===== config.mk =====
export PLATFORM = sky130hd
export DESIGN_NAME = wmd_decoder
export DESIGN_NICKNAME = d
export VERILOG_FILES = /design/src/verilog/wmd_operand_collector.v /design/src/verilog/wmd_decoder.v
export VERILOG_INCLUDE_DIRS = /design/src /design/src/verilog
export SDC_FILE = /design/constraint.sdc
export NUM_CORES = 1
export LEC_CHECK = 0
export CAP_MARGIN = 15
export CORE_ASPECT_RATIO = 1.75
export CORE_MARGIN = 2
export CORE_UTILIZATION = 30
export CTS_BUF_LIST = sky130_fd_sc_hd__clkbuf_4 sky130_fd_sc_hd__clkbuf_8
export DETAILED_ROUTE_END_ITERATION = 10
export DONT_BUFFER_PORTS = 1
export GPL_TIMING_DRIVEN = 1
export HOLD_SLACK_MARGIN = 0.05
export SLEW_MARGIN = 25
export SYNTH_ARGS = -nofsm -noshare
export SYNTH_HDL_FRONTEND = slang
export SYNTH_HIERARCHICAL = 1
export SYNTH_SLANG_ARGS = --single-unit

===== constraint.sdc =====
create_clock -name clk -period 3.25 [get_ports clk]
set_clock_uncertainty 0.1 [all_clocks]
set_input_delay 0.325 -clock clk [delete_from_list [all_inputs] [get_ports clk]]
set_output_delay 0.325 -clock clk [all_outputs]
set_load 0.05 [all_outputs]

===== src/verilog/wmd_map.vh =====
`ifndef WMD_MAP_VH
`define WMD_MAP_VH

// first-byte opcodes
`define WMD_OP_IMM_PR_HI 5'h0c
`define WMD_OP_PREFIX    8'h3c
`define WMD_OP_IMM_SA    8'h0c
`define WMD_OP_IMM_SFR   8'h0b
`define WMD_OP_IMM_ABS   8'h09
`define WMD_OP_PR_PR     8'h24
`define WMD_OP_LD_SA2    8'h1c
`define WMD_OP_ST_SA2    8'h1a
`define WMD_OP_PR_MEM    8'h38
`define WMD_OP_LD_SFR    8'h11
`define WMD_OP_ST_SFR    8'h13
`define WMD_OP_SA_SA     8'h2a
`define WMD_OP_PR_ABS    8'h3e
`define WMD_OP_MEM_IND   8'h07
`define WMD_OP_REG_IND   8'h16
`define WMD_OP_BASED     8'h06
`define WMD_OP_INDEXED   8'h0a
`define WMD_OP_BASE_IDX  8'h17

// second-byte patterns
`define WMD_B2_ABS16     8'h41
`define WMD_B2_ABS24     8'h51
`define WMD_B2_SUFFIX    4'h1
`define WMD_B2_PAIR_TAG  2'h1
`define WMD_B2_SASA_TOP  2'h2
`define WMD_B2_SASA_LOW  4'h0
`define WMD_B2_MIND_TAG  2'h1
`define WMD_B2_NO_MODE   2'h3
`define WMD_BASED_MAX    3'h4

// form codes reported on completion
`define WMD_F_NONE       5'h00
`define WMD_F_IMM_PR     5'h01
`define WMD_F_IMM_SA     5'h02
`define WMD_F_IMM_SFR    5'h03
`define WMD_F_IMM_A16    5'h04
`define WMD_F_IMM_A24    5'h05
`define WMD_F_PR_PR      5'h06
`define WMD_F_AC_SA2     5'h07
`define WMD_F_PR_MEM     5'h08
`define WMD_F_AC_SFR     5'h09
`define WMD_F_SA_SA      5'h0a
`define WMD_F_PR_ABS     5'h0b
`define WMD_F_MEM_IND    5'h0c
`define WMD_F_REG_IND    5'h0d
`define WMD_F_BASED      5'h0e
`define WMD_F_INDEXED    5'h0f
`define WMD_F_BASE_IDX   5'h10

// operand byte counts after the opcode bytes
`define WMD_N_ZERO       3'h0
`define WMD_N_ONE        3'h1
`define WMD_N_TWO        3'h2
`define WMD_N_THREE      3'h3
`define WMD_N_FOUR       3'h4
`define WMD_N_FIVE       3'h5
`define WMD_OPS_MAX      5

`endif


===== src/verilog/wmd_operand_collector.v =====
`timescale 1ns/1ps
`default_nettype none
`include "wmd_map.vh"

module wmd_operand_collector #(
  parameter MAX_BYTES = `WMD_OPS_MAX,
  parameter CNT_W     = 3
) (
  // clock and reset
  input  wire                   clk,
  input  wire                   reset,
  input  wire                   clk_en,
  // control
  input  wire                   start,
  input  wire [CNT_W-1:0]       need,
  input  wire                   clear,
  // byte stream
  input  wire                   take,
  input  wire [7:0]             byte_in,
  // collected operands, first byte in the low lane
  output reg  [8*MAX_BYTES-1:0] data,
  output wire                   full
);

  reg [CNT_W-1:0] cnt_r;
  reg [CNT_W-1:0] need_r;
  reg             active_r;

  // full also covers zero-operand forms one cycle after start
  assign full = active_r & (cnt_r == need_r);

  //////////////////////////////////////////////////////////////////////
  // bytes land in arrival order; count stops at need
  always @(posedge clk)
  begin
    if (reset)
    begin
      cnt_r    <= {CNT_W{1'b0}};
      need_r   <= {CNT_W{1'b0}};
      active_r <= 1'b0;
      data     <= {8*MAX_BYTES{1'b0}};
    end
    else if (clk_en)
    begin
      if (start)
      begin
        cnt_r    <= {CNT_W{1'b0}};
        need_r   <= need;
        active_r <= 1'b1;
        data     <= {8*MAX_BYTES{1'b0}};
      end
      else if (clear)
        active_r <= 1'b0;
      else if (take && active_r && !full)
      begin
        data[cnt_r*8 +: 8] <= byte_in;
        cnt_r              <= cnt_r + {{(CNT_W-1){1'b0}}, 1'b1};
      end
    end
  end

endmodule

`default_nettype wire


===== src/verilog/wmd_decoder.v =====
`timescale 1ns/1ps
`default_nettype none
`include "wmd_map.vh"

module wmd_decoder (
  // clock and reset
  input  wire        clk,
  input  wire        reset,
  input  wire        clk_en,
  // instruction byte stream
  input  wire        byte_valid,
  input  wire [7:0]  byte_in,
  output wire        byte_ready,
  // status
  output wire        busy,
  output reg         done,
  output reg         reject,
  // decoded form and register fields
  output reg  [4:0]  form,
  output reg         store,
  output reg         area_one,
  output reg         src_area_one,
  output reg         wide,
  output reg  [2:0]  pair_dst,
  output reg  [2:0]  pair_src,
  output reg  [2:0]  sel,
  // decoded operand fields
  output reg  [7:0]  offset,
  output reg  [7:0]  src_offset,
  output reg  [23:0] addr,
  output reg  [15:0] imm
);

  localparam ST_FIRST  = 3'b001;
  localparam ST_SECOND = 3'b010;
  localparam ST_OPER   = 3'b100;

  reg  [2:0]  state_r;
  reg  [2:0]  state_nxt;
  reg         pre_r;
  reg         pre_nxt;
  reg  [7:0]  b1_r;
  reg  [7:0]  b1_nxt;
  reg  [4:0]  form_nxt;
  reg         store_nxt;
  reg         ar1_nxt;
  reg         sar1_nxt;
  reg         wide_nxt;
  reg  [2:0]  dst_nxt;
  reg  [2:0]  src_nxt;
  reg  [2:0]  sel_nxt;
  reg  [2:0]  need_nxt;
  reg         start_nxt;
  reg         go_oper;
  reg         rej_nxt;
  wire        acc;
  wire        col_full;
  wire [39:0] col_data;
  wire [7:0]  op0;
  wire [7:0]  op1;
  wire [7:0]  op2;
  wire [7:0]  op3;
  wire [7:0]  op4;

  //////////////////////////////////////////////////////////////////////
  // helpers

  // second bytes of the indirect, based and indexed forms all end in 0001
  function suffix_ok;
    input [7:0] b;
    begin
      suffix_ok = (b[3:0] == `WMD_B2_SUFFIX);
    end
  endfunction

  // 24-bit address arrives highest byte first, then low, then high
  function [23:0] addr24;
    input [7:0] hw;
    input [7:0] lo;
    input [7:0] hi;
    begin
      addr24 = {hw, hi, lo};
    end
  endfunction

  //////////////////////////////////////////////////////////////////////
  // handshake: hold off the stream while the result is assembled
  assign acc        = clk_en & byte_valid & byte_ready;
  assign byte_ready = clk_en & ~(state_r[2] & col_full);
  assign busy       = ~state_r[0] | pre_r;

  assign op0 = col_data[7:0];
  assign op1 = col_data[15:8];
  assign op2 = col_data[23:16];
  assign op3 = col_data[31:24];
  assign op4 = col_data[39:32];

  wmd_operand_collector #(
    .MAX_BYTES (`WMD_OPS_MAX),
    .CNT_W     (3)
  ) u_collector (
    .clk     (clk),
    .reset   (reset),
    .clk_en  (clk_en),
    .start   (start_nxt),
    .need    (need_nxt),
    .clear   (state_r[2] & col_full),
    .take    (acc & state_r[2]),
    .byte_in (byte_in),
    .data    (col_data),
    .full    (col_full)
  );

  //////////////////////////////////////////////////////////////////////
  // opcode decode; fields of the pair number pass through unmapped
  always @*
  begin
    state_nxt = state_r;
    pre_nxt   = pre_r;
    b1_nxt    = b1_r;
    form_nxt  = form;
    store_nxt = store;
    ar1_nxt   = area_one;
    sar1_nxt  = src_area_one;
    wide_nxt  = wide;
    dst_nxt   = pair_dst;
    src_nxt   = pair_src;
    sel_nxt   = sel;
    need_nxt  = `WMD_N_ZERO;
    go_oper   = 1'b0;
    rej_nxt   = 1'b0;
    case (state_r)
      ST_FIRST:
        if (acc)
        begin
          b1_nxt    = byte_in;
          pre_nxt   = 1'b0;
          form_nxt  = `WMD_F_NONE;
          store_nxt = 1'b0;
          ar1_nxt   = pre_r;
          sar1_nxt  = 1'b0;
          wide_nxt  = 1'b0;
          dst_nxt   = 3'h0;
          src_nxt   = 3'h0;
          sel_nxt   = 3'h0;
          if (pre_r)
          begin
            // only two forms accept the area-one prefix
            case (byte_in)
              `WMD_OP_IMM_SA:
              begin
                form_nxt = `WMD_F_IMM_SA;
                need_nxt = `WMD_N_THREE;
                go_oper  = 1'b1;
              end
              `WMD_OP_MEM_IND:
                state_nxt = ST_SECOND;
              default:
                rej_nxt = 1'b1;
            endcase
          end
          else if (byte_in[7:3] == `WMD_OP_IMM_PR_HI)
          begin
            form_nxt = `WMD_F_IMM_PR;
            dst_nxt  = byte_in[2:0];
            need_nxt = `WMD_N_TWO;
            go_oper  = 1'b1;
          end
          else
          begin
            case (byte_in)
              `WMD_OP_PREFIX:
                pre_nxt = 1'b1;
              `WMD_OP_IMM_SA:
              begin
                form_nxt = `WMD_F_IMM_SA;
                need_nxt = `WMD_N_THREE;
                go_oper  = 1'b1;
              end
              `WMD_OP_IMM_SFR:
              begin
                form_nxt = `WMD_F_IMM_SFR;
                need_nxt = `WMD_N_THREE;
                go_oper  = 1'b1;
              end
              `WMD_OP_LD_SA2, `WMD_OP_ST_SA2:
              begin
                form_nxt  = `WMD_F_AC_SA2;
                store_nxt = (byte_in == `WMD_OP_ST_SA2);
                need_nxt  = `WMD_N_ONE;
                go_oper   = 1'b1;
              end
              `WMD_OP_LD_SFR, `WMD_OP_ST_SFR:
              begin
                form_nxt  = `WMD_F_AC_SFR;
                store_nxt = (byte_in == `WMD_OP_ST_SFR);
                need_nxt  = `WMD_N_ONE;
                go_oper   = 1'b1;
              end
              `WMD_OP_IMM_ABS, `WMD_OP_PR_PR, `WMD_OP_PR_MEM,
              `WMD_OP_SA_SA, `WMD_OP_PR_ABS, `WMD_OP_MEM_IND,
              `WMD_OP_REG_IND, `WMD_OP_BASED, `WMD_OP_INDEXED,
              `WMD_OP_BASE_IDX:
                state_nxt = ST_SECOND;
              default:
                rej_nxt = 1'b1;
            endcase
          end
        end
      ST_SECOND:
        if (acc)
        begin
          store_nxt = byte_in[7];
          sel_nxt   = byte_in[6:4];
          case (b1_r)
            `WMD_OP_IMM_ABS:
              if (byte_in == `WMD_B2_ABS16)
              begin
                form_nxt = `WMD_F_IMM_A16;
                store_nxt = 1'b0;
                need_nxt = `WMD_N_FOUR;
                go_oper  = 1'b1;
              end
              else if (byte_in == `WMD_B2_ABS24)
              begin
                form_nxt = `WMD_F_IMM_A24;
                store_nxt = 1'b0;
                wide_nxt = 1'b1;
                need_nxt = `WMD_N_FIVE;
                go_oper  = 1'b1;
              end
            `WMD_OP_PR_PR:
              if (byte_in[4:3] == `WMD_B2_PAIR_TAG)
              begin
                form_nxt  = `WMD_F_PR_PR;
                store_nxt = 1'b0;
                dst_nxt   = byte_in[7:5];
                src_nxt   = byte_in[2:0];
                go_oper   = 1'b1;
              end
            `WMD_OP_PR_MEM:
              if (byte_in[4:3] == `WMD_B2_PAIR_TAG &&
                  byte_in[1:0] != `WMD_B2_NO_MODE)
              begin
                form_nxt  = `WMD_F_PR_MEM;
                dst_nxt   = byte_in[7:5];
                store_nxt = byte_in[2];
                sel_nxt   = {1'b0, byte_in[1:0]};
                ar1_nxt   = (byte_in[1:0] == 2'h1);
                need_nxt  = `WMD_N_ONE;
                go_oper   = 1'b1;
              end
            `WMD_OP_SA_SA:
              if (byte_in[7:6] == `WMD_B2_SASA_TOP &&
                  byte_in[3:0] == `WMD_B2_SASA_LOW)
              begin
                form_nxt  = `WMD_F_SA_SA;
                store_nxt = 1'b0;
                sar1_nxt  = byte_in[4];
                ar1_nxt   = byte_in[5];
                need_nxt  = `WMD_N_TWO;
                go_oper   = 1'b1;
              end
            `WMD_OP_PR_ABS:
              if (byte_in[4:3] == `WMD_B2_PAIR_TAG && !byte_in[2])
              begin
                form_nxt  = `WMD_F_PR_ABS;
                dst_nxt   = byte_in[7:5];
                store_nxt = byte_in[0];
                wide_nxt  = byte_in[1];
                need_nxt  = byte_in[1] ? `WMD_N_THREE : `WMD_N_TWO;
                go_oper   = 1'b1;
              end
            `WMD_OP_MEM_IND:
              if (suffix_ok(byte_in) &&
                  byte_in[6:5] == `WMD_B2_MIND_TAG)
              begin
                form_nxt = `WMD_F_MEM_IND;
                wide_nxt = byte_in[4];
                need_nxt = `WMD_N_ONE;
                go_oper  = 1'b1;
              end
            `WMD_OP_REG_IND:
              if (suffix_ok(byte_in))
              begin
                form_nxt = `WMD_F_REG_IND;
                go_oper  = 1'b1;
              end
            `WMD_OP_BASED:
              if (suffix_ok(byte_in) && byte_in[6:4] <= `WMD_BASED_MAX)
              begin
                form_nxt = `WMD_F_BASED;
                need_nxt = `WMD_N_ONE;
                go_oper  = 1'b1;
              end
            `WMD_OP_INDEXED:
              if (suffix_ok(byte_in) && !byte_in[6])
              begin
                form_nxt = `WMD_F_INDEXED;
                need_nxt = `WMD_N_THREE;
                go_oper  = 1'b1;
              end
            `WMD_OP_BASE_IDX:
              if (suffix_ok(byte_in))
              begin
                form_nxt = `WMD_F_BASE_IDX;
                go_oper  = 1'b1;
              end
            default:
              go_oper = 1'b0;
          endcase
          if (!go_oper)
          begin
            state_nxt = ST_FIRST;
            rej_nxt   = 1'b1;
          end
        end
      ST_OPER:
        if (col_full)
          state_nxt = ST_FIRST;
      default:
        state_nxt = ST_FIRST;
    endcase
    if (go_oper)
      state_nxt = ST_OPER;
    start_nxt = go_oper;
  end

  //////////////////////////////////////////////////////////////////////
  // state and field registers; fields settle before done is raised
  always @(posedge clk)
  begin
    if (reset)
    begin
      state_r      <= ST_FIRST;
      pre_r        <= 1'b0;
      b1_r         <= 8'h00;
      form         <= `WMD_F_NONE;
      store        <= 1'b0;
      area_one     <= 1'b0;
      src_area_one <= 1'b0;
      wide         <= 1'b0;
      pair_dst     <= 3'h0;
      pair_src     <= 3'h0;
      sel          <= 3'h0;
      done         <= 1'b0;
      reject       <= 1'b0;
    end
    else if (clk_en)
    begin
      state_r      <= state_nxt;
      pre_r        <= pre_nxt;
      b1_r         <= b1_nxt;
      form         <= form_nxt;
      store        <= store_nxt;
      area_one     <= ar1_nxt;
      src_area_one <= sar1_nxt;
      wide         <= wide_nxt;
      pair_dst     <= dst_nxt;
      pair_src     <= src_nxt;
      sel          <= sel_nxt;
      done         <= state_r[2] & col_full;
      reject       <= rej_nxt;
    end
  end

  //////////////////////////////////////////////////////////////////////
  // operand assembly from arrival order; unused fields read zero
  always @(posedge clk)
  begin
    if (reset)
    begin
      offset     <= 8'h00;
      src_offset <= 8'h00;
      addr       <= 24'h000000;
      imm        <= 16'h0000;
    end
    else if (clk_en && state_r[2] && col_full)
    begin
      offset     <= 8'h00;
      src_offset <= 8'h00;
      addr       <= 24'h000000;
      imm        <= 16'h0000;
      case (form)
        `WMD_F_IMM_PR:
          imm <= {op1, op0};
        `WMD_F_IMM_SA, `WMD_F_IMM_SFR:
        begin
          offset <= op0;
          imm    <= {op2, op1};
        end
        `WMD_F_IMM_A16:
        begin
          addr <= addr24(8'h00, op0, op1);
          imm  <= {op3, op2};
        end
        `WMD_F_IMM_A24:
        begin
          addr <= addr24(op0, op1, op2);
          imm  <= {op4, op3};
        end
        `WMD_F_SA_SA:
        begin
          src_offset <= op0;
          offset     <= op1;
        end
        `WMD_F_PR_ABS:
          if (wide)
            addr <= addr24(op0, op1, op2);
          else
            addr <= addr24(8'h00, op0, op1);
        `WMD_F_INDEXED:
          addr <= {op2, op1, op0};
        `WMD_F_AC_SA2, `WMD_F_AC_SFR, `WMD_F_PR_MEM,
        `WMD_F_MEM_IND, `WMD_F_BASED:
          offset <= op0;
        default:
          offset <= 8'h00;
      endcase
    end
  end

endmodule

`default_nettype wire


Yosys cells after proc, flatten, opt, wreduce, memory -nomap -nowiden
Cells that the tools add are included.
{"block": "op_classes", "add_sub_neg": 2, "order_cmp": 1, "n_eq_ne": 83, "n_shift": 2, "mux": 140, "n_bitwise": 9, "reduce_logical": 40}
{"op": "$mux 40", "count": 3}
{"op": "$pmux 24 s4", "count": 1}
{"op": "$mux 3", "count": 31}
{"op": "$eq 8x6->1 const B", "count": 9}
{"op": "$mux 5", "count": 14}
{"op": "$eq 8x5->1 const B", "count": 8}
{"op": "$pmux 16 s4", "count": 1}
{"op": "$mux 1", "count": 57}
{"op": "$pmux 5 s10", "count": 1}
{"op": "$eq 8x4->1 const B", "count": 6}
{"op": "$ne 3x3->1 const B", "count": 15}
{"op": "$bwmux 40", "count": 1}
{"op": "$eq 5x4->1 const B", "count": 8}
{"op": "$shift 8x34->40 const A", "count": 1}
{"op": "$shiftx 8x34->40", "count": 1}
{"op": "$neg 6->34", "count": 1}
{"op": "$eq 8x3->1 const B", "count": 4}
{"op": "$mux 24", "count": 1}
{"op": "$pmux 3 s2", "count": 4}
{"op": "$pmux 3 s7", "count": 1}
{"op": "$pmux 3 s3", "count": 2}
{"op": "$reduce_or 17->1", "count": 1}
{"op": "$eq 8x7->1 const B", "count": 2}
{"op": "$pmux 1 s2", "count": 8}
{"op": "other kinds (49)", "count": 96}
{"block": "word_totals", "regBits": 135, "inputBits": 12, "wordCells": 298}

Longest topological paths before layout
Gate-level depths: netlist (run 1).
{"block": "depth", "depth_word": 12, "ltp_mapped": 13}

Modules after synthesis
Netlist (run 1), hierarchy kept.
{"mod": "wmd_decoder", "instances": 1, "cells_per_inst": 697, "area_per_inst_um2": 5634.2, "seq_area_each_um2": 1761.7}
{"mod": "wmd_operand_collector", "instances": 1, "cells_per_inst": 233, "area_per_inst_um2": 2312.2, "seq_area_each_um2": 940.9}

Least setup slack after synthesis (run 1)
Ideal clock, no wire load.
{"block": "synth_timing", "kind": "flip-flop to flip-flop", "startpoint": "register b1_r[0]", "endpoint": "register u_collector.data[6]", "setup_time_ps": 117, "arrival_time_ps": 2707, "slack_ps": 326, "path_stages_with_launch": 11, "period_less_slack_ps": 2924, "path_cell_list": "dfxtp_1 -> clkbuf_1 -> or4b_1 -> nor4_4 -> a41oi_1 -> a31o_1 -> nand2_1 -> and2_1 -> clkbuf_1 -> a211oi_4 -> a22o_1"}
{"block": "synth_via", "elab_chain_cells": 9, "word_cells_on_any_way": 20, "cone_classes": "11 x eq/ne; 6 x mux; 3 x reduce/logical"}
{"item": "from (decl)", "line": "wmd_decoder.v:42", "source": "reg [7:0] b1_r;"}
{"item": "from (signal assigned)", "line": "wmd_decoder.v:353", "source": "b1_r <= b1_nxt;"}
{"item": "$eq 8x5->1"}
{"item": "$reduce_or 2->1 (no source line)"}
{"item": "$pmux 1 s9 (*)", "line": "wmd_decoder.v:215", "source": "case (b1_r)"}
{"item": "$mux 1 (*)", "line": "wmd_decoder.v:211", "source": "if (acc)"}
{"item": "$mux 1 (*)", "line": "wmd_decoder.v:132", "source": "case (state_r)"}
{"item": "$mux 1 (*)", "line": "wmd_decoder.v:211"}
{"item": "$pmux 1 s2 (*)", "line": "wmd_decoder.v:132"}
{"item": "via go_oper", "line": "wmd_decoder.v:54", "source": "reg go_oper;"}
{"item": "$ne 2x2->1 (no source line) or $reduce_bool 2->1 (tied branches)"}
{"item": "$reduce_and 3->1 (no source line)"}
{"item": "to (signal assigned)", "line": "wmd_operand_collector.v:41", "source": "data <= {8*MAX_BYTES{1'b0}};"}
{"item": "to (signal assigned)", "line": "wmd_operand_collector.v:50", "source": "data <= {8*MAX_BYTES{1'b0}};"}
{"item": "to (signal, indexed assignment)", "line": "wmd_operand_collector.v:56", "source": "data[cnt_r*8 +: 8] <= byte_in;"}
{"item": "to (decl)", "line": "wmd_operand_collector.v:21", "source": "output reg [8*MAX_BYTES-1:0] data,"}
The timed path passes the listed nets; every way through them passes the cells marked *. The select of a mux whose other input is x is not followed.
A chain may end at the register's enable or synchronous reset.

Worst setup path after layout (run 1)
{"block": "layout_timing", "startpoint": "register b1_r[2]", "endpoint": "register u_collector.data[28]"}
The elaborated chain is that of the path after synthesis.

==> results of run 1 <==
[flip-flops by register name, summed over array words and instances, names as in the netlist]
| name | flops |
|---|---|
| addr | 24 |
| area_one | 1 |
| b1_r | 8 |
| done | 1 |
| form | 5 |
| imm | 16 |
| offset | 8 |
| pair_dst | 3 |
| pair_src | 3 |
| pre_r | 1 |
| reject | 1 |
| sel | 3 |
| src_area_one | 1 |
| src_offset | 8 |
| state_r | 3 |
| store | 1 |
| u_collector/active_r | 1 |
| u_collector/cnt_r | 3 |
| u_collector/data | 40 |
| u_collector/need_r | 3 |
| wide | 1 |
[layout make-up]
class	instances	area [um^2]
Clock buffer	21	282.8
Fill cell	2742	17070
Timing Repair Buffer	56	467.9
Inverter	17	63.81
Tap cell	320	400.4
Multi-Input combinational cell	703	4863
Sequential cell	135	2704
Clock inverter	8	100.1
Antenna cell	2	5.005
[synth_stat cells, types with 9 or more instances]
cell,count
buf_2,16
a21oi_1,55
inv_1,17
nand2_1,82
o21ai_0,15
nand3_1,25
nor2_1,104
nand2b_1,44
a22o_1,33
mux2_2,16
nor2b_1,19
a22oi_1,53
clkbuf_1,50
a31oi_1,10
dfxtp_1,135
nand4_1,9
mux2i_1,43
[worst max-delay path by stage]
stage	startpoint	to	slack, ps	cells after the start
floorplan	b1_r[0]	u_collector/data[6]	330	10
global placement	b1_r[1]	u_collector/data[3]	350	9
detailed placement	b1_r[1]	u_collector/data[3]	320	9
CTS	b1_r[1]	u_collector/data[4]	280	9
global route	b1_r[5]	u_collector/data[29]	110	10
finish	b1_r[2]	u_collector/data[28]	240	10
[cells in the final DEF, fill, tap and decap left out, types with 8 or more instances in the layout]
cell | Yosys | layout
a21oi_1 | 55 | 55
a222oi_1 | 8 | 8
a22o_1 | 33 | 33
a22oi_1 | 53 | 53
a31oi_1 | 10 | 10
buf_4 | 1 | 44
clkbuf_8 | 0 | 20
dfxtp_1 | 135 | 134
dlygate4sd3_1 | 0 | 11
inv_1 | 17 | 17
mux2_2 | 16 | 16
mux2i_1 | 43 | 43
nand2_1 | 82 | 81
nand2b_1 | 44 | 44
nand3_1 | 25 | 25
nand4_1 | 9 | 9
nor2_1 | 104 | 104
nor2b_1 | 19 | 19
nor3_1 | 8 | 8
o211ai_1 | 8 | 8
o21ai_0 | 15 | 15
[per-layer routing]
| metal | vias up | GRT usage, % | routed length (um) |
|---|---|---|---|
| li1 | 3462 | - | - |
| met1 | 3584 | 19.68 | 10220 |
| met2 | 286 | 41.94 | 16720 |
| met3 | 131 | 4.681 | 1314 |
| met4 | 0 | 17.18 | 2640 |
| met5 | - | 0 | 0 |
[power breakdown]
group          internal (mW)  switching (mW)  total (mW)
logic                 0.0989           0.178       0.276
registers               1.66          0.0315        1.69
clock network          0.735           0.669        1.40
total                   2.50           0.878        3.37
[worst min-delay path, delay by kind of cell]
kind | cells | cell delay, ps
AOI/OAI and AO/OA | 1 | 50
muxes | 1 | 50
and+or+nand+nor | 2 | 170
[timing repair]
action / in CTS / in global routing
endpoints found under the setup margin: 0 / 2
endpoints found under the hold margin: 133 / 0
gates resized for setup: 0 / 1
hold buffers: 12 / 0
[cell families (layout without fill, tap and decap cells)]
| kind of cell | count (synthesis) | in the layout |
|---|---|---|
| AO/OA/AOI/OAI | 252 | 252 |
| XOR/XNOR | 9 | 9 |
| adder cells (fa/ha/maj) | 7 | 7 |
| buffers and inverters | 92 | 102 |
| flip-flops | 135 | 135 |
| multiplexers | 59 | 59 |
| other | 0 | 2 |
| AND/OR/NAND/NOR | 376 | 376 |
[per-stage QoR]
| stage | power (mW) | std cells |
|---|---|---|
| floorplan | 1.927 | 930 |
| global placement | 1.947 | 1219 |
| detailed placement | 1.947 | 1219 |
| CTS | 3.407 | 1260 |
| global route | 3.490 | 1261 |
| finish | 3.375 | 1262 |
==> summary.md, run 1 <==
| Metric | Value |
|---|---|
| Grt total ovfl | `0` |
| Vias post-DR | `7463` |
| Post-synthesis mux area share | `7.684%` |
| TritonCTS Buffers | `17` |
| Worst-path fanout max | `11` |
| Fin. max-slew vios | `0` |
| 1st-iter DRT viols | `779` |
| Critical Path RT | `3530 ps` |
| Die H | `219.3 um` |
| Reg2Reg Launch Point | `b1_r[2]` |
| Max incr delay on CP | `520 ps` |
| I/O pin count | `90` |
| CP arrival | `3290 ps` |
| Total Wirelength | `30890 um` |
| Syn Inst Count | `930` |
| Unrepaired setup endpoints after global routing | `false` |
| Synth Area in Simple Gates | `26.83%` |
| DRC violations left | `0` |
| Synth Cell Area | `7946 um^2` |
| IO Port Bufs | `0` |
| CTS root buf | `clkbuf_8` |
| Largest net degree at the start of global routing | `128` |
| Post-Syn Nets | `949` |
| Fin worst setup slack | `240.1 ps` |
| # setup viols final | `0` |
| Hold EP | `sel[1]` |
| Nets@finish | `949` |
| CTS H-tree lvls | `4` |
| Worst hold path depth | `4` |
| DP Area | `8351 um^2` |
| Fin. Hold Viols | `0` |
| Area Growth Syn to Fin | `11.84%` |
| Synth Area in XOR/XNOR | `0.9920%` |
| Via density | `5.914` |
| FF+latch count, synth | `135` |
| Pre-Repair DR Iteration Count | `5` |
| Worst VDD drop | `235.2 uV` |
| Postcts setup bufs | `0` |
| Final Cycle Share | `92.61%` |
| Outcome | `completed` |
| Leakage power | `3.109 nW` |
| Slew headroom | `48.13%` |
| Slowest-stage cell, CP | `dfxtp_1` |
| Hold Path Origin | `byte_in[5]` |
| Least-Margin Pin Slew | `767.3 ps` |
| Vias in the first global route | `7332` |
| Reg-to-Reg End | `u_collector/data[28]` |
| Hold WS | `82.85 ps` |
| Largest area contributor in the netlist | `dfxtp_1` |
| Share of cells above drive strength 1 | `14.47%` |
| Routability Congestion | `0.9985` |
| Die width | `127.0 um` |
| Worst path cell trace | `nand2b_1 -> nand4bb_1 -> nor2_1 -> nor3b_1 -> a31o_1 -> nand2_1 -> and2_1 -> buf_4 -> a41oi_4 -> mux2i_1` |
| Final core utilization | `34.23%` |
| TritonCTS Sinks | `135` |
| Tmin final | `3010 ps` |
| Design Area, Final | `8887 um^2` |
| Overall Global Routing Usage | `21.98%` |
| Max Cap Viol | `0` |
| Synth top area cells | `dfxtp_1, mux2i_1, a22oi_1, nor2_1, nand2_1` |
| Row count | `78` |
| Core ar. | `25960 um^2` |
| Crit end category | `register` |
| Crit Path Class | `register to register` |
| Seq/Total Area, Yosys | `34.01%` |
| Worst Path Buf+Inv | `1` |
| Initial Util | `30.61%` |
| Setup crit start kind | `register` |
| Full die area | `27860 um^2` |
| Wire length per cell | `24.48 um` |
| Hold crit path type | `input pin to register` |
| Compound-cell area share of the yosys netlist | `24.36%` |
| Max Fclk | `0.3322 GHz` |
| Power per Cell Area | `379.8 nW/um^2` |
| Top FF cell, synth | `dfxtp_1` |
| Dpl ws | `317.5 ps` |
| Clk slew on worst S/H paths | `90 ps` |
| Setup TNS | `0 ps` |
| Largest family of logic cells by synthesized area | `simple AND/OR/NAND/NOR gates` |
| YS warnings | `6` |
| Longest Clk Path Bufs | `2` |
| CTS tree | `built` |
| Synth async-reset ratio | `0%` |
| Post-synth cell types | `99` |
| Number of flops mapped to enable cells by yosys | `0` |
| Initial antenna violation count | `2` |
| Clk Latency, worst-skew pair | `470 ps` |
| Kind of cell adding the most delay to the critical path | `simple AND/OR/NAND/NOR gates` |
| Yosys top cell area share | `34.01%` |
| Post-route ant nets | `0` |
| Reg2Reg Depth | `10` |
| R2R setup slack | `240 ps` |
| First-pass GRT wire length | `45460 um` |
| Hpwl dp | `21890 um` |
| Synth Area in Adders | `1.102%` |
| Synthesized area per cell | `8.544 um^2` |
(Power assumes the default switching activity.)
==> run 2, diff against run 1 <==
- ABC_AREA: not set -> 1
==> run 2 against run 1 <==
Total power rose by 17%. Area after synthesis down 2.8%. Via count grew 7.0%. Die area down 2.7%. Register-to-register slack gained 96 ps. Clock power is 5% higher. Core utilization decreased by 0.38 points. Largest cell class unchanged. Maximum frequency is 3.3% higher. First-iteration DRC count decreased by 15%. Largest power group unchanged. Critical path depth up 6. Final cell count increased by 19%.
==> summary.md, run 2 <==
| Metric | Value |
|---|---|
| Outcome | `completed` |
| Clk Latency, worst-skew pair | `450 ps (-20 ps)` |
| Tmin final | `2914 ps (-95.54 ps)` |
| Fin worst setup slack | `335.6 ps (+95.54 ps)` |
| Fin. max-slew vios | `0 (unchanged)` |
| First-pass GRT wire length | `43970 um (-3.3%)` |
| Unrepaired setup endpoints after global routing | `false` |
| Pre-Repair DR Iteration Count | `5 (unchanged)` |
| Clk slew on worst S/H paths | `80 ps (about the same)` |
| Reg2Reg Depth | `16 (+6)` |
| Largest net degree at the start of global routing | `79 (-38%)` |
| Critical Path RT | `3460 ps (-70 ps)` |
| Seq/Total Area, Yosys | `34.97% (+0.96 points)` |
| Synth Cell Area | `7727 um^2 (-2.8%)` |
| Hold EP | `u_collector/data[3]` |
| Longest Clk Path Bufs | `2 (unchanged)` |
| Dpl ws | `227.4 ps (-90.03 ps)` |
| Reg2Reg Launch Point | `u_collector/cnt_r[1]` |
| Share of cells above drive strength 1 | `11.47% (-3.0 points)` |
| Grt total ovfl | `0 (unchanged)` |
| Largest area contributor in the netlist | `dfxtp_1` |
| Die width | `125.3 um (-1.3%)` |
| Setup crit start kind | `register` |
| TritonCTS Buffers | `17 (unchanged)` |
| Crit end category | `register` |
| Fin. Hold Viols | `0 (unchanged)` |
| Syn Inst Count | `1178 (+27%)` |
| Largest regs | `u_collector/data (40), addr (24), imm (16)` |
| CP arrival | `3130 ps (-160 ps)` |
| Crit Path Class | `register to register` |
| Die H | `216.3 um (-1.4%)` |
| Full die area | `27110 um^2 (-2.7%)` |
| Synthesized area per cell | `6.560 um^2 (-23%)` |
| Power per Cell Area | `459.7 nW/um^2 (+21%)` |
| Area Growth Syn to Fin | `11.01%` |
| Hold Path Origin | `byte_in[3]` |
| Wire length per cell | `18.61 um (-24%)` |
| Max Fclk | `0.3431 GHz (+3.3%)` |
| Max Cap Viol | `0 (unchanged)` |
| Routability Congestion | `1.019 (+2.0%)` |
| Worst-path fanout max | `37 (+26)` |
| Final Instance Count excl. Fillers | `1504 (+19%)` |
| Post-route ant nets | `0 (unchanged)` |
| Post-Syn Nets | `1197 (+26%)` |
| I/O pin count | `90 (unchanged)` |
| FF+latch count, synth | `135 (unchanged)` |
| Vias in the first global route | `7887 (+7.6%)` |
| Vias post-DR | `7987 (+7.0%)` |
| Reg-to-Reg End | `u_collector/data[16]` |
| R2R setup slack | `340 ps (+100 ps)` |
| FF+latch area | `2703 um^2 (about the same)` |
| # setup viols final | `0 (unchanged)` |
| CTS tree | `built` |
| Slew headroom | `39.86% (-8.3 points)` |
| Initial Util | `30.50% (-0.11 points)` |
| Initial antenna violation count | `1 (-1)` |
| CTS root buf | `clkbuf_8` |
| Placed Instances | `1458 (+20%)` |
| Most common cell after layout, fill and taps aside | `nand2_1` |
| Worst VDD drop | `247.2 uV (+5.1%)` |
| Number of flops mapped to enable cells by yosys | `0 (unchanged)` |
| Setup TNS | `0 ps (unchanged)` |
| Leakage power | `3.223 nW (+3.7%)` |
| Overall Global Routing Usage | `20.79% (-1.2 points)` |
| Fillers | `2805 (+2.3%)` |
| Commonest cells in the netlist | `nand2_1, dfxtp_1, nor2_1` |
| Row count | `77 (-1.3%)` |
| Hpwl dp | `20260 um (-7.4%)` |
| Max reg flops | `40 (unchanged)` |
| Tot Pwr | `3.943 mW (+17%)` |
| YS warnings | `6 (unchanged)` |
| Synth top area cells | `dfxtp_1, nand2_1, a21oi_1, nand3_1, nor2_1` |
| Core ar. | `25340 um^2 (-2.4%)` |
| Count leader, synth | `nand2_1` |
| Least-Margin Pin Slew | `896.6 ps (+129.3 ps)` |
| Post-synth cell types | `53 (-46%)` |
| Most frequent cells in the layout | `nand2_1, dfxtp_1, nor2_1` |
| Total Wirelength | `27990 um (-9.4%)` |
| Multi-input gate area in the final layout | `4308 um^2 (-11%)` |
| CTS H-tree lvls | `4 (unchanged)` |
| Nets@finish | `1192 (+26%)` |
| Yosys top cell area share | `34.97% (+0.96 points)` |
| Via density | `5.311 (-10%)` |
| IO Port Bufs | `0 (unchanged)` |
| 1st-iter DRT viols | `663 (-15%)` |
| Final Cycle Share | `89.67% (-2.9 points)` |
| DRC violations left | `0 (unchanged)` |
| Top FF cell, synth | `dfxtp_1` |
| Worst hold path depth | `4 (unchanged)` |
| Largest register by flop count | `u_collector/data` |
| TritonCTS Sinks | `135 (unchanged)` |
| Hold crit path type | `input pin to register` |
| Synth async-reset ratio | `0% (unchanged)` |
-- run 2: how the worst max path moves through the flow --
stage,from,endpoint,cells past startpoint
after global routing,b1_r[5],u_collector/data[39],17
after global placement,u_collector/cnt_r[1],u_collector/data[27],16
final,u_collector/cnt_r[1],u_collector/data[16],16
after detailed placement,u_collector/cnt_r[1],u_collector/data[27],16
after floorplan,u_collector/cnt_r[0],u_collector/data[26],18
after CTS,u_collector/cnt_r[1],u_collector/data[27],16
-- run 2: cells by family after synthesis --
| group | share of synthesized area, % |
|---|---|
| buffers and inverters | 9.521 |
| and+or+nand+nor | 36.66 |
| xor gates and xnor gates | 0.1134 |
| AOI/OAI and AO/OA | 17.60 |
| adders and majority gates | 1.133 |
| DFF | 34.97 |
-- run 2: what timing repair did --
action                                 in CTS  in global routing
setup buffers                               0                  2
endpoints found under the hold margin     105                  0
setup endpoints to repair                   0                 14
hold buffers                               10                  0
resized for setup                           0                  3
-- run 2: stage by stage --
step / cell area (um^2) / utilization (%) / hold slack [ps]
final: 8578 / 33.86 / 74.67
after global routing: 8576 / 33.85 / 66.91
after CTS: 8549 / 33.74 / 51.65
after detailed placement: 8016 / 31.64 / 307.3
after global placement: 8016 / 31.64 / 305.9
after floorplan: 7727 / - / 339.2
-- run 2: power breakdown --
group | leakage (nW) | internal (mW) | switching, mW
registers | 1.09 | 1.71 | 0.136
logic | 1.93 | 0.177 | 0.452
clock network | 0.202 | 0.753 | 0.719
-- run 2: critical path: stages, from the launching register on --
cell and delay [ps]:
dfxtp_1 440, inv_2 110, nor2_1 100, nor2_1 60, nand2_2 90, inv_1 60, nand2_1 160, nand2_2 130
nor2_4 160, nand4_2 190, inv_1 200, nand2_1 130, nand2_4 350, buf_4 260, nand2_1 80, nand2_1 80
a21oi_1 50
-- run 2: layout make-up --
class	instances	area share (%)
Multi-Input combinational cell	870	50.22
Antenna cell	2	0.05834
Clock inverter	12	1.634
Sequential cell	135	31.51
Tap cell	316	4.609
Clock buffer	20	3.209
Timing Repair Buffer	35	3.705
Inverter	114	5.061
-- run 2: routing by layer --
layer / routed length (um) / vias to the layer above / global-route usage (%)
li1: - / 3920 / -
met1: 10250 / 3669 / 21.53
met2: 14580 / 298 / 37.68
met3: 1286 / 100 / 3.703
met4: 1884 / 0 / 14.33
met5: 0 / - / 0
